`config.mk`:
```
export PLATFORM = sky130hd
export DESIGN_NAME = threshold_alert_comparator
export DESIGN_NICKNAME = d
export VERILOG_FILES = /design/src/hdl/threshold_alert_pkg.sv /design/src/hdl/pin_sync.sv /design/src/hdl/threshold_alert_comparator.sv
export VERILOG_INCLUDE_DIRS = /design/src /design/src/hdl
export SDC_FILE = /design/constraint.sdc
export NUM_CORES = 1
export LEC_CHECK = 0
export CELL_PAD_IN_SITES_DETAIL_PLACEMENT = 1
export CELL_PAD_IN_SITES_GLOBAL_PLACEMENT = 1
export CORE_MARGIN = 2
export CORE_UTILIZATION = 35
export CTS_CLUSTER_SIZE = 25
export DETAILED_ROUTE_END_ITERATION = 7
export DONT_BUFFER_PORTS = 1
export MAX_ROUTING_LAYER = met4
export PLACE_DENSITY = 0.73
export SLEW_MARGIN = 15
export SYNTH_ARGS = -nofsm -noshare
export SYNTH_HDL_FRONTEND = slang
export SYNTH_SLANG_ARGS = --single-unit
```
`constraint.sdc`:
```
create_clock -name mclk -period 3.1 [get_ports mclk]
set_input_delay 0 -clock mclk [delete_from_list [all_inputs] [get_ports mclk]]
set_output_delay 0 -clock mclk [all_outputs]
set_load 0.005 [all_outputs]
```
`src/hdl/threshold_alert_defines.svh`:
```
`ifndef THRESHOLD_ALERT_DEFINES_SVH
`define THRESHOLD_ALERT_DEFINES_SVH
// ----------------------------------------
// alert response address, queue setting codes and timing constants
// ----------------------------------------
`define ALERT_RESP_ADDR 7'h0c
`define QUEUE_ONE 2'h0
`define QUEUE_TWO 2'h1
`define QUEUE_FOUR 2'h2
`define QUEUE_OFF 2'h3
`define CLK_MHZ 100
`define RDY_PULSE_US 8
`define RDY_PULSE_CYC (`RDY_PULSE_US * `CLK_MHZ)
`define IDLE_TIMEOUT_MS 25
`define IDLE_TIMEOUT_CYC (`IDLE_TIMEOUT_MS * 1000 * `CLK_MHZ)
`endif

```
`src/hdl/threshold_alert_pkg.sv`:
```
package threshold_alert_pkg;
  // ----------------------------------------
  // types
  // ----------------------------------------
  typedef enum logic [2:0] {
    BUS_IDLE = 3'h0,
    BUS_ADDR = 3'h1,
    BUS_ADDR_ACK = 3'h3,
    BUS_TX = 3'h2,
    BUS_TX_ACK = 3'h6,
    BUS_SKIP = 3'h7
  } bus_state_type;
  typedef logic signed [11:0] sample_type;
endpackage

```
`src/hdl/pin_sync.sv`:
```
`timescale 1ns/1ns
module pin_sync (
  input wire logic mclk,
  input wire logic reset_n,
  input wire logic pinIn,
  output logic pinOut
);
  logic stage1_r;
  // ----------------------------------------
  // two-flop synchroniser, resets to bus idle level
  // ----------------------------------------
  always_ff @(posedge mclk) begin
    if (!reset_n) begin
      stage1_r <= 1'b1;
      pinOut <= 1'b1;
    end else begin
      stage1_r <= pinIn;
      pinOut <= stage1_r;
    end
  end
endmodule

```
`src/hdl/threshold_alert_comparator.sv`:
```
`timescale 1ns/1ns
`include "threshold_alert_defines.svh"
// What this block does
// traditional mode: set above high, clear below low
// window mode: alert outside either threshold
// latch holds alert once asserted
// latch cleared by result read or response
// polarity picks active level, low default
// queue needs 1/2/4 hits, or disables
// high msb 1, low msb 0: ready mode
// continuous ready: 8 us pulse per conversion
// single-shot ready: assert at conversion end
// cleared alert re-arms on later excursion
// open-drain alert, released when disabled
// answer alert response with own address
// lowest address wins; loser keeps alert
// window status bit: 1 high, 0 low
// bus idle over 25 ms times out
// slave only, clock is input only
// lines only pulled low, never driven high
// bytes of eight; start and stop detection
// host sends address plus direction bit
// ninth clock low acknowledges byte
// start while active is repeated start
// host picks single-shot period
// comparisons are signed twos complement
// in-bounds result restarts queue counter
module threshold_alert_comparator #(
  parameter int IDLE_TIMEOUT_CYCLES = `IDLE_TIMEOUT_CYC,
  parameter int PULSE_CYCLES = `RDY_PULSE_CYC
) (
  input wire logic mclk,
  input wire logic reset_n,
  input wire logic convDone,
  input wire threshold_alert_pkg::sample_type convResult,
  input wire threshold_alert_pkg::sample_type highThresh,
  input wire threshold_alert_pkg::sample_type lowThresh,
  input wire logic continuousMode,
  input wire logic windowMode,
  input wire logic alert_latch_enable,
  input wire logic alert_polarity,
  input wire logic [1:0] alert_queue_setting,
  input wire logic resultRead,
  input wire logic [6:0] slaveAddr,
  input wire logic sclIn,
  input wire logic sdaIn,
  output logic sdaOut,
  output logic sdaOe,
  output logic alertOut,
  output logic alertOe,
  output logic alertActive,
  output logic busTimeout
);
  import threshold_alert_pkg::*;

  initial begin
    if (IDLE_TIMEOUT_CYCLES < 2 || PULSE_CYCLES < 1)
      $error("threshold_alert_comparator: counts too small");
  end

  // ----------------------------------------
  // pin synchronisers
  // ----------------------------------------
  logic sclSync;
  logic sdaSync;
  pin_sync sclSyncInst (.mclk(mclk), .reset_n(reset_n), .pinIn(sclIn), .pinOut(sclSync));
  pin_sync sdaSyncInst (.mclk(mclk), .reset_n(reset_n), .pinIn(sdaIn), .pinOut(sdaSync));

  // ----------------------------------------
  // comparator decode
  // ----------------------------------------
  logic aboveHigh;
  logic belowLow;
  logic readyMode;
  logic queueOff;
  logic outOfBounds;
  logic [2:0] queueNeed;
  assign aboveHigh = convResult > highThresh;
  assign belowLow = convResult < lowThresh;
  assign readyMode = highThresh[11] && !lowThresh[11];
  assign queueOff = alert_queue_setting == `QUEUE_OFF;
  // window counts both excursions; traditional counts only the upper one
  assign outOfBounds = windowMode ? (aboveHigh || belowLow) : aboveHigh;
  assign queueNeed = (alert_queue_setting == `QUEUE_ONE) ? 3'h1 :
                     (alert_queue_setting == `QUEUE_TWO) ? 3'h2 : 3'h4;

  // ----------------------------------------
  // queue counter and comparator state
  // ----------------------------------------
  logic [2:0] hitCount_r;
  logic [2:0] hitCount_nxt;
  logic compAlert_r;
  logic compAlert_nxt;
  logic statusHigh_r;
  logic statusHigh_nxt;
  logic trip;
  logic clearReq;
  logic inBounds;
  assign inBounds = !aboveHigh && !belowLow;
  assign hitCount_nxt = !outOfBounds ? 3'h0 :
                        (hitCount_r < queueNeed) ? hitCount_r + 3'h1 : hitCount_r;
  assign trip = convDone && outOfBounds && (hitCount_nxt >= queueNeed);

  // latch clear always wins over nothing, but a trip in the same cycle re-asserts
  always_comb begin
    compAlert_nxt = compAlert_r;
    if (clearReq && alert_latch_enable)
      compAlert_nxt = 1'b0;
    if (convDone && !alert_latch_enable && !windowMode && belowLow)
      compAlert_nxt = 1'b0;
    if (convDone && !alert_latch_enable && windowMode && inBounds)
      compAlert_nxt = 1'b0;
    if (trip)
      compAlert_nxt = 1'b1;
    if (queueOff || readyMode)
      compAlert_nxt = 1'b0;
  end
  assign statusHigh_nxt = trip ? aboveHigh : statusHigh_r;

  // comparator registers; latching holds compAlert since only clears above drop it
  always_ff @(posedge mclk) begin
    if (!reset_n) begin
      hitCount_r <= 3'h0;
      compAlert_r <= 1'b0;
      statusHigh_r <= 1'b0;
    end else begin
      if (convDone)
        hitCount_r <= hitCount_nxt;
      compAlert_r <= compAlert_nxt;
      statusHigh_r <= statusHigh_nxt;
    end
  end

  // ----------------------------------------
  // conversion-ready output
  // ----------------------------------------
  logic [31:0] pulseCount_r;
  logic readyLevel_r;
  logic pulseLive;
  assign pulseLive = pulseCount_r != 32'h0;
  // the pulse count lives in a counter, so a new conversion restarts it
  always_ff @(posedge mclk) begin
    if (!reset_n) begin
      pulseCount_r <= 32'h0;
      readyLevel_r <= 1'b0;
    end else begin
      if (convDone && continuousMode)
        pulseCount_r <= 32'(PULSE_CYCLES);
      else if (pulseLive)
        pulseCount_r <= pulseCount_r - 32'h1;
      if (convDone && !continuousMode)
        readyLevel_r <= 1'b1;
      else if (resultRead || continuousMode)
        readyLevel_r <= 1'b0;
    end
  end

  // ----------------------------------------
  // i2c edge and condition detection
  // ----------------------------------------
  logic sclPrev_r;
  logic sdaPrev_r;
  logic sclRise;
  logic sclFall;
  logic startSeen;
  logic stopSeen;
  assign sclRise = sclSync && !sclPrev_r;
  assign sclFall = !sclSync && sclPrev_r;
  assign startSeen = sclSync && sclPrev_r && sdaPrev_r && !sdaSync;
  assign stopSeen = sclSync && sclPrev_r && !sdaPrev_r && sdaSync;

  // ----------------------------------------
  // alert response slave
  // ----------------------------------------
  bus_state_type busState_r;
  bus_state_type busState_nxt;
  logic [3:0] bitCount_r;
  logic [7:0] shift_r;
  logic [7:0] txByte_r;
  logic txDrive_r;
  logic lostArb_r;
  logic [31:0] idleCount_r;
  logic idleExpired;
  logic addrMatch;
  logic byteDone;
  assign byteDone = bitCount_r == 4'h8;
  // host's address plus read bit, against the fixed response address
  assign addrMatch = shift_r == {`ALERT_RESP_ADDR, 1'b1};
  assign idleExpired = idleCount_r >= 32'(IDLE_TIMEOUT_CYCLES);
  assign clearReq = resultRead ||
                    (busState_r == BUS_TX_ACK && sclRise && !lostArb_r);

  // state transitions; start restarts the address phase unless the idle timer has expired
  always_comb begin
    busState_nxt = busState_r;
    if (stopSeen || idleExpired)
      busState_nxt = BUS_IDLE;
    else if (startSeen)
      busState_nxt = BUS_ADDR;
    else if (sclFall) begin
      unique case (busState_r)
        BUS_IDLE: busState_nxt = BUS_IDLE;
        BUS_ADDR: busState_nxt = byteDone ?
          ((addrMatch && compAlert_r && alert_latch_enable) ? BUS_ADDR_ACK : BUS_SKIP) :
          BUS_ADDR;
        BUS_ADDR_ACK: busState_nxt = BUS_TX;
        BUS_TX: busState_nxt = (byteDone || lostArb_r) ? BUS_TX_ACK : BUS_TX;
        BUS_TX_ACK: busState_nxt = BUS_SKIP;
        BUS_SKIP: busState_nxt = BUS_SKIP;
        default: busState_nxt = BUS_IDLE;
      endcase
    end
  end

  // bit shifting, arbitration and drive of the data line
  always_ff @(posedge mclk) begin
    if (!reset_n) begin
      busState_r <= BUS_IDLE;
      bitCount_r <= 4'h0;
      shift_r <= 8'h00;
      txByte_r <= 8'h00;
      txDrive_r <= 1'b0;
      lostArb_r <= 1'b0;
      sclPrev_r <= 1'b1;
      sdaPrev_r <= 1'b1;
    end else begin
      busState_r <= busState_nxt;
      // previous levels start at the idle level so no false edge follows reset
      sclPrev_r <= sclSync;
      sdaPrev_r <= sdaSync;
      if (startSeen) begin
        bitCount_r <= 4'h0;
        lostArb_r <= 1'b0;
      end else if (sclRise && busState_r != BUS_IDLE) begin
        shift_r <= {shift_r[6:0], sdaSync};
        bitCount_r <= byteDone ? 4'h1 : bitCount_r + 4'h1;
        // we sent a one but the line reads low: a lower address is winning
        if (busState_r == BUS_TX && txByte_r[7] && !sdaSync)
          lostArb_r <= 1'b1;
      end
      if (busState_r == BUS_ADDR_ACK && sclFall) begin
        txByte_r <= {slaveAddr, statusHigh_r};
        bitCount_r <= 4'h0;
      end else if (busState_r == BUS_TX && sclFall)
        txByte_r <= {txByte_r[6:0], 1'b1};
      // drive low only; a one is simply releasing the line
      if (busState_nxt == BUS_ADDR_ACK)
        txDrive_r <= 1'b1;
      else if (busState_r == BUS_ADDR_ACK && sclFall)
        txDrive_r <= !slaveAddr[6];
      else if (busState_r == BUS_TX && sclFall && !lostArb_r && !byteDone)
        txDrive_r <= !txByte_r[6];
      else if (busState_nxt != BUS_TX)
        txDrive_r <= 1'b0;
      else if (lostArb_r)
        txDrive_r <= 1'b0;
    end
  end

  // idle timer: counts while no bus edge arrives in an active transfer
  always_ff @(posedge mclk) begin
    if (!reset_n)
      idleCount_r <= 32'h0;
    else if (busState_r == BUS_IDLE || sclRise || sclFall || startSeen)
      idleCount_r <= 32'h0;
    else if (!idleExpired)
      idleCount_r <= idleCount_r + 32'h1;
  end

  // ----------------------------------------
  // pin outputs, all registered
  // ----------------------------------------
  logic assertNow;
  assign assertNow = queueOff ? 1'b0 :
                     readyMode ? (pulseLive || readyLevel_r) : compAlert_r;
  always_ff @(posedge mclk) begin
    if (!reset_n) begin
      alertOut <= 1'b0;
      alertOe <= 1'b0;
      alertActive <= 1'b0;
      sdaOut <= 1'b0;
      sdaOe <= 1'b0;
      busTimeout <= 1'b0;
    end else begin
      alertActive <= assertNow;
      alertOut <= 1'b0;
      // open-drain: pull low when the pin level is to read low
      alertOe <= assertNow ? !alert_polarity : alert_polarity && !queueOff;
      sdaOut <= 1'b0;
      sdaOe <= txDrive_r;
      busTimeout <= idleExpired;
    end
  end
endmodule

```
==> key figures, run 1 <==
Clock tree
  • Max clock buf depth: 2
  • Sink Count: 105
  • Setup bufs post-CTS: 0
  • Clock-pin slew on the worst setup and hold paths: 70 ps
  • Post_cts resized: 0
  • Clk_lat worst skew: 350 ps
  • H-tree lvl count: 3
  • Clock Root Buffer: clkbuf_16
  • CTS tree: done
  • Num CTS Buffers: 9

Die
  • Core area: 15200 um2
  • Die area: 16600 um2
  • Top Ports: 61
  • # rows: 45
  • Initial Utilization: 0.359
  • Die Ht: 129 um
  • Die width: 129 um

Detailed routing
  • DRT iter0 DRCs: 139
  • DR vias: 4653
  • Average routed wire per standard cell: 15.5 um
  • DRC Markers: 0
  • Final ANT Viol Nets: 0
  • Drt pass-1 iters: 4
  • Post-Route WL: 13400 um
  • Via density: 5.39

STA
  • Rel. slew slack: 0.312
  • Fin crit share: 0.945
  • Worst slew pin tran: 1030 ps
  • Final Hold Viols: 0
  • Final setup fails: 0
  • F_max: 0.341 GHz
  • Unrepaired setup endpoints after global routing: no
  • Skew final: 8.19 ps
  • Setup TNS: 0 ps
  • Clock period minus worst slack: 2930 ps
  • Max Slew Vio Count: 0

Global routing
  • GRT Total Usage: 0.173
  • Vias in the first global route: 4820
  • Pin count of the biggest net entering global routing: 30
  • Initial antenna violation count: 0
  • First-pass GRT wire length: 22700 um
  • Overflow after GRT: 0

Cells and area
  • Nets@finish: 760
  • Antenna diode count: 0
  • Layout area overhead: 12.8%
  • Proportion of layout cells with a drive suffix above 1: 0.0503
  • Fin area: 6160 um2

Synthesis
  • Area contributors post-synth: dfxtp_1, ha_1, nor2_1
  • Async set-reset flop share out of synthesis: 0
  • Syn Area/Cell: 8.35 um2
  • Ys Warns: 0
  • Mapped Cells: 654
  • Yosys cell types: 58
  • Share of the synthesized area in the top cell type: 0.385
  • Post-synthesis sequential area ratio: 0.385
  • Syn Std Cell Area: 5460 um2
  • Primary FF master, synth: dfxtp_1
  • Yosys reg bits: 105
  • Post-synth EDFFs: 0
  • Yosys top cell by area: dfxtp_1

Critical path
  • CP Class: flop to flop
  • CP Cell Sequence: or4_1 > or3_4 > nor4_4 > a31oi_1 > xnor2_1 > nor2_1 > dlygate4sd3_1
  • Critical path required time: 3340 ps
  • Crit start category: flop
  • R2r startpoint: pulseCount_r[20]
  • CP max stage cell: or4_1
  • CP Max Fanout: 6
  • Crit Reg-Reg Endpoint: alertOe
  • Worst Path Arrival: 3170 ps
  • Critical Path Max Stage Delay: 660 ps
  • R2R depth: 7
  • Crit. End Element: flop
  • R2R Setup Slk: 170 ps

Place
  • PortBufs: 0
  • Routability cong.: 0.811
  • Area post-placement: 5660 um2
  • Hpwl dp: 9960 um

Hold path
  • Hold depth: 4
  • Worst Min Path Start: lowThresh[11]
  • WHS Endpoint: alertActive
  • Hold WC Path Type: primary input to flop

Pwr
  • Power Dens Cells: 764 nW/um2
  • Leak Pwr: 2.42 nW
  • Peak supply drop: 0.000372 V

Outcome
  • Status: finished clean

Job
  • Max-Cap Viols: 0
worst max-delay path, delay by kind of cell (launching register included):
kind / cells / cell delay [ps]
XOR/XNOR: 1 / 160
AND/OR/NAND/NOR: 4 / 1590
flip-flops: 1 / 350
buffers and inverters: 1 / 550
AO/OA/AOI/OAI: 1 / 180
layer usage:
metal	vias up	share of wire	global-route usage
li1	2317	-	-
met1	2253	0.45	0.199
met2	59	0.51	0.301
met3	24	0.019	0.0291
met4	0	0.022	0.0620
met5	-	0	-
where the power goes:
group          switching, mW  internal, mW
combinational           1.10         0.757
sequential             0.164          1.52
clock                  0.511         0.649
total                   1.78          2.93
stage by stage:
stage | utilization | hold slack, ps | instances | setup WS, ps | power, mW
after floorplan | - | 73.0 | 655 | 209 | 3.15
after global placement | 0.372 | 74.4 | 829 | 242 | 3.43
after detailed placement | 0.372 | 82.6 | 829 | 49.1 | 3.57
after CTS | 0.405 | 1.21 | 864 | 156 | 4.77
after global routing | 0.405 | 30.3 | 864 | 3.14 | 5.06
final | 0.405 | 5.56 | 864 | 170 | 4.71
registers in the layout (all words and copies together), names as in the netlist, 3 cells and up:
name and cells:
idleCount_r 32, pulseCount_r 32, shift_r 8, txByte_r 8
bitCount_r 4, busState_r 3, hitCount_r 3
logic make-up (layout without fill, tap and decap cells):
group,Yosys count,count (layout),share of synthesized area
adders and majority gates,34,34,0.0779
AOI/OAI and AO/OA,109,109,0.128
buffers and inverters,60,81,0.0431
other,1,2,0.000687
and+or+nand+nor,291,291,0.276
xor gates and xnor gates,44,44,0.0706
muxes,10,10,0.0183
DFF,105,105,0.385
worst max path at each step:
| stage | slack [ps] | to | from |
|---|---|---|---|
| 4_1_cts | 160 | alertOe | pulseCount_r[20] |
| 3_3_place_gp | 240 | compAlert_r | highThresh[8] |
| 3_5_place_dp | 50 | compAlert_r | highThresh[8] |
| 5_1_grt | 3 | alertOe | pulseCount_r[8] |
| 2_1_floorplan | 210 | compAlert_r | highThresh[8] |
| 6_report | 170 | alertOe | pulseCount_r[20] |
timing repair:
action,in CTS,in global routing
endpoints found under the setup margin,0,0
hold buffers,19,0
endpoints found under the hold margin,29,0
layout make-up:
type | count | area, um2
sequential | 105 | 2100
fill | 1815 | 9040
clock buffer | 10 | 239
clock inverter | 6 | 66.3
multi-input combinational | 490 | 3130
timing repair buffer | 25 | 235
tap | 188 | 235
inverter | 40 | 150
cell usage after synthesis (3+ instances only):
master / n
and3_1: 10
a211oi_1: 11
or3_1: 11
nand4b_1: 3
xor2_1: 34
ha_1: 34
nor2b_1: 9
nand4_1: 9
nand3b_1: 6
nor3_1: 18
and2_1: 14
o211ai_1: 4
nand2_1: 52
mux2i_1: 10
nand3_1: 26
or4_1: 10
nor3b_1: 4
nand2b_1: 14
a21oi_1: 40
o31ai_1: 5
xnor2_1: 10
nor4_1: 7
inv_1: 40
clkbuf_1: 16
o21ai_0: 23
nor2_1: 85
dfxtp_1: 105
placed cells by master (no fill, tap or decap), drive strengths merged, types with 3 or more instances in the layout:
master,instances
nor4,8
a21oi,40
nand4,9
xor2,34
ha,34
and2,15
nor2b,9
nand3,26
inv,41
buf,6
and3,10
clkinvlp,3
mux2i,10
nand2b,14
nand4b,3
xnor2,10
dfxtp,105
o21ai,26
or3,13
a211oi,12
nor2,85
nor3,20
or4,10
nor3b,4
o211ai,4
o31ai,5
nand2,52
nand3b,6
clkbuf,10
dlygate4sd3,19
Note: power is estimated with default switching activity, not from simulation.
==> inputs of run 2 (changes only) <==
ABC_AREA = 1   (was default)
ABC_CLOCK_PERIOD_IN_PS = 3100   (was default)
PLACE_DENSITY = 0.75   (was 0.73)
==> key figures, run 2 <==
Critical path
  • R2R Setup Slk: 260 ps
  • Crit. End Element: flop
  • R2R depth: 11
  • Crit Reg-Reg Endpoint: alertOe
  • CP Max Fanout: 8
  • R2r startpoint: pulseCount_r[0]
  • Critical Path Sink: alertOe
  • CP Class: flop to flop
  • Worst Path Arrival: 3130 ps
  • Critical path required time: 3400 ps
  • Crit start category: flop
  • Crit path from: pulseCount_r[0]

Clock tree
  • Clk_lat worst skew: 350 ps
  • Sink Count: 105
  • H-tree lvl count: 3
  • Clock-pin slew on the worst setup and hold paths: 70 ps
  • CTS tree: done
  • Max clock buf depth: 2
  • Num CTS Buffers: 9
  • Setup bufs post-CTS: 0
  • Clock Root Buffer: clkbuf_16

Pwr
  • Clk pwr share: 0.217
  • Switching fraction of total power: 0.434
  • Peak supply drop: 0.000387 V
  • Psw: 2.26 mW
  • Seq pwr share: 0.333
  • Power Dens Cells: 772 nW/um2
  • Share of power burned in combinational logic: 0.450
  • Cell Int Power: 2.94 mW
  • Leak Pwr: 2.94 nW

Hold path
  • Hold WC Path Type: primary input to flop
  • Worst Min Path Start: windowMode

Detailed routing
  • Met3 WL: 406 um
  • Routed metal-1 wirelength: 7660 um
  • Average routed wire per standard cell: 14.0 um
  • Drt pass-1 iters: 4
  • Via density: 4.96
  • Final ANT Viol Nets: 0
  • DRC Markers: 0
  • Post-Route WL: 15900 um
  • Top layer in use: met4
  • DRT iter0 DRCs: 226
  • Metal2 WL: 7550 um
  • DR vias: 5629

Cells and area
  • Nets@finish: 996
  • Layout area overhead: 11.3%
  • Regs by FF count: idleCount_r: 32 flops, pulseCount_r: 32 flops
  • Register area: 2100 um2
  • Antenna diode count: 0
  • Commonest non-fill, non-tap cell in the layout: nand2_1
  • Most frequent cells in the layout: nand2_1, nor2_1, inv_1
  • Proportion of layout cells with a drive suffix above 1: 0.0473
  • Post-layout util: 0.393
  • Multi-input gate area: 3380 um2
  • Layout fillers: 2245
  • Fin area: 6730 um2

Place
  • Hpwl dp: 11900 um
  • PortBufs: 0
  • Area post-placement: 6230 um2
  • Routability cong.: 0.862

STA
  • F_max: 0.353 GHz
  • Setup TNS: 0 ps
  • Unrepaired setup endpoints after global routing: no
  • Max Slew Vio Count: 0
  • Final setup fails: 0
  • Fin crit share: 0.915
  • Worst slew pin tran: 996 ps
  • Final Hold Viols: 0
  • Skew final: 7.52 ps
  • Clock period minus worst slack: 2840 ps
  • Rel. slew slack: 0.335

Synthesis
  • Post-synthesis sequential area ratio: 0.348
  • Mapped Cells: 893
  • Post-synthesis simple-gate area fraction: 0.340
  • Largest family of logic cells by synthesized area: simple AND/OR/NAND/NOR gates
  • Share of the synthesized area in the top cell type: 0.348
  • Area contributors post-synth: dfxtp_1, nand2_1, nor2_1
  • Ys Warns: 0
  • Yosys top cell by area: dfxtp_1
  • Post-synth EDFFs: 0
  • Async set-reset flop share out of synthesis: 0
  • Top cells by count, synth: nand2_1, nor2_1, inv_1
  • Syn Area/Cell: 6.77 um2
  • Synth Area in XOR/XNOR: 0.0522
  • Yosys cell types: 47
  • Yosys reg bits: 105
  • Compound-cell area share of the yosys netlist: 0.0940
  • Primary FF master, synth: dfxtp_1
  • Top-count cell post-synth: nand2_1
  • Post-synthesis adder-cell area fraction: 0.0704
  • Syn Std Cell Area: 6050 um2
  • Post-synthesis mux area share: 0.00166

Job
  • Max-Cap Viols: 0

Die
  • Initial Utilization: 0.353
  • Top Ports: 61
  • Die area: 18300 um2
  • Core area: 17100 um2
  • Die width: 135 um
  • Die Ht: 135 um
  • # rows: 48

Outcome
  • Status: finished clean

Global routing
  • Vias in the first global route: 5869
  • Pin count of the biggest net entering global routing: 30
  • Initial antenna violation count: 0
  • First-pass GRT wire length: 27600 um
  • GRT Total Usage: 0.192
  • Overflow after GRT: 0
run 2: cell count changes in the layout (fill, tap and decap cells not counted), moves of 11 or more:
cell / before / now
xor2_1: 34 / 18
a21oi_1: 40 / 55
nand2b_1: 14 / 0
inv_1: 40 / 117
o21ai_0: 23 / 34
nand4_1: 9 / 20
or3_1: 11 / 0
nand3_1: 26 / 42
nor2_1: 85 / 155
and2_1: 14 / 0
nand2_1: 52 / 185
run 2: critical path, cell delays in order, from the launching register on:
cell	delay, ps
dfxtp_1	330
inv_1	150
ha_1	310
nand2_1	170
nor2_1	290
nand3_1	200
nor2_4	270
nand2_1	120
o211ai_2	110
nand4_1	130
o31ai_1	120
dlygate4sd3_1	580
run 2: routing by layer:
metal,vias up,global-route usage
li1,2878,-
met1,2665,0.231
met2,60,0.325
met3,26,0.0400
met4,0,0.0532
met5,-,-
run 2: logic make-up (layout without fill, tap and decap cells):
family	Yosys count	count (layout)
and+or+nand+nor	468	468
buffers and inverters	142	158
AOI/OAI and AO/OA	106	106
DFF	105	105
xor gates and xnor gates	36	36
adders and majority gates	34	34
other	1	2
muxes	1	1
run 2: stage by stage:
stage                     hold slack [ps]  total power, mW  cells  setup WS (ps)
after floorplan                      79.3             3.47    894            988
after global placement               72.2             4.00   1100            812
after detailed placement             76.8             4.03   1100            727
after CTS                            56.0             5.23   1135            307
after global routing                  110             5.65   1135           52.9
final                                60.5             5.20   1135            264
run 2: worst min path at each step:
stage / cells past startpoint / endpoint / slack, ps
finish: 4 / hitCount_r[2] / 60
detailed placement: 1 / sclPrev_r / 80
global route: 4 / hitCount_r[2] / 110
global placement: 1 / sdaPrev_r / 70
CTS: 4 / hitCount_r[2] / 60
floorplan: 1 / readyLevel_r / 80
run 2: repair_timing:
item	CTS	global route
gates resized for setup	0	1
hold buffers	21	0
endpoints found under the hold margin	35	0
endpoints found under the setup margin	0	1
run 2: cell type report:
cell class | instances | share of cell area
Multi-Input combinational cell | 647 | 0.503
Sequential cell | 105 | 0.312
Inverter | 122 | 0.0684
Tap cell | 225 | 0.0418
Clock buffer | 9 | 0.0335
Timing Repair Buffer | 22 | 0.0324
Clock inverter | 5 | 0.00874
run 2: power by group through the flow:
stage	Clock, mW	Sequential (mW)	Combinational (mW)
4_1_cts	1.18	1.73	2.32
2_1_floorplan	0	1.69	1.78
3_5_place_dp	0	1.75	2.28
3_3_place_gp	0	1.76	2.24
6_report	1.13	1.73	2.34
5_1_grt	1.23	1.76	2.67
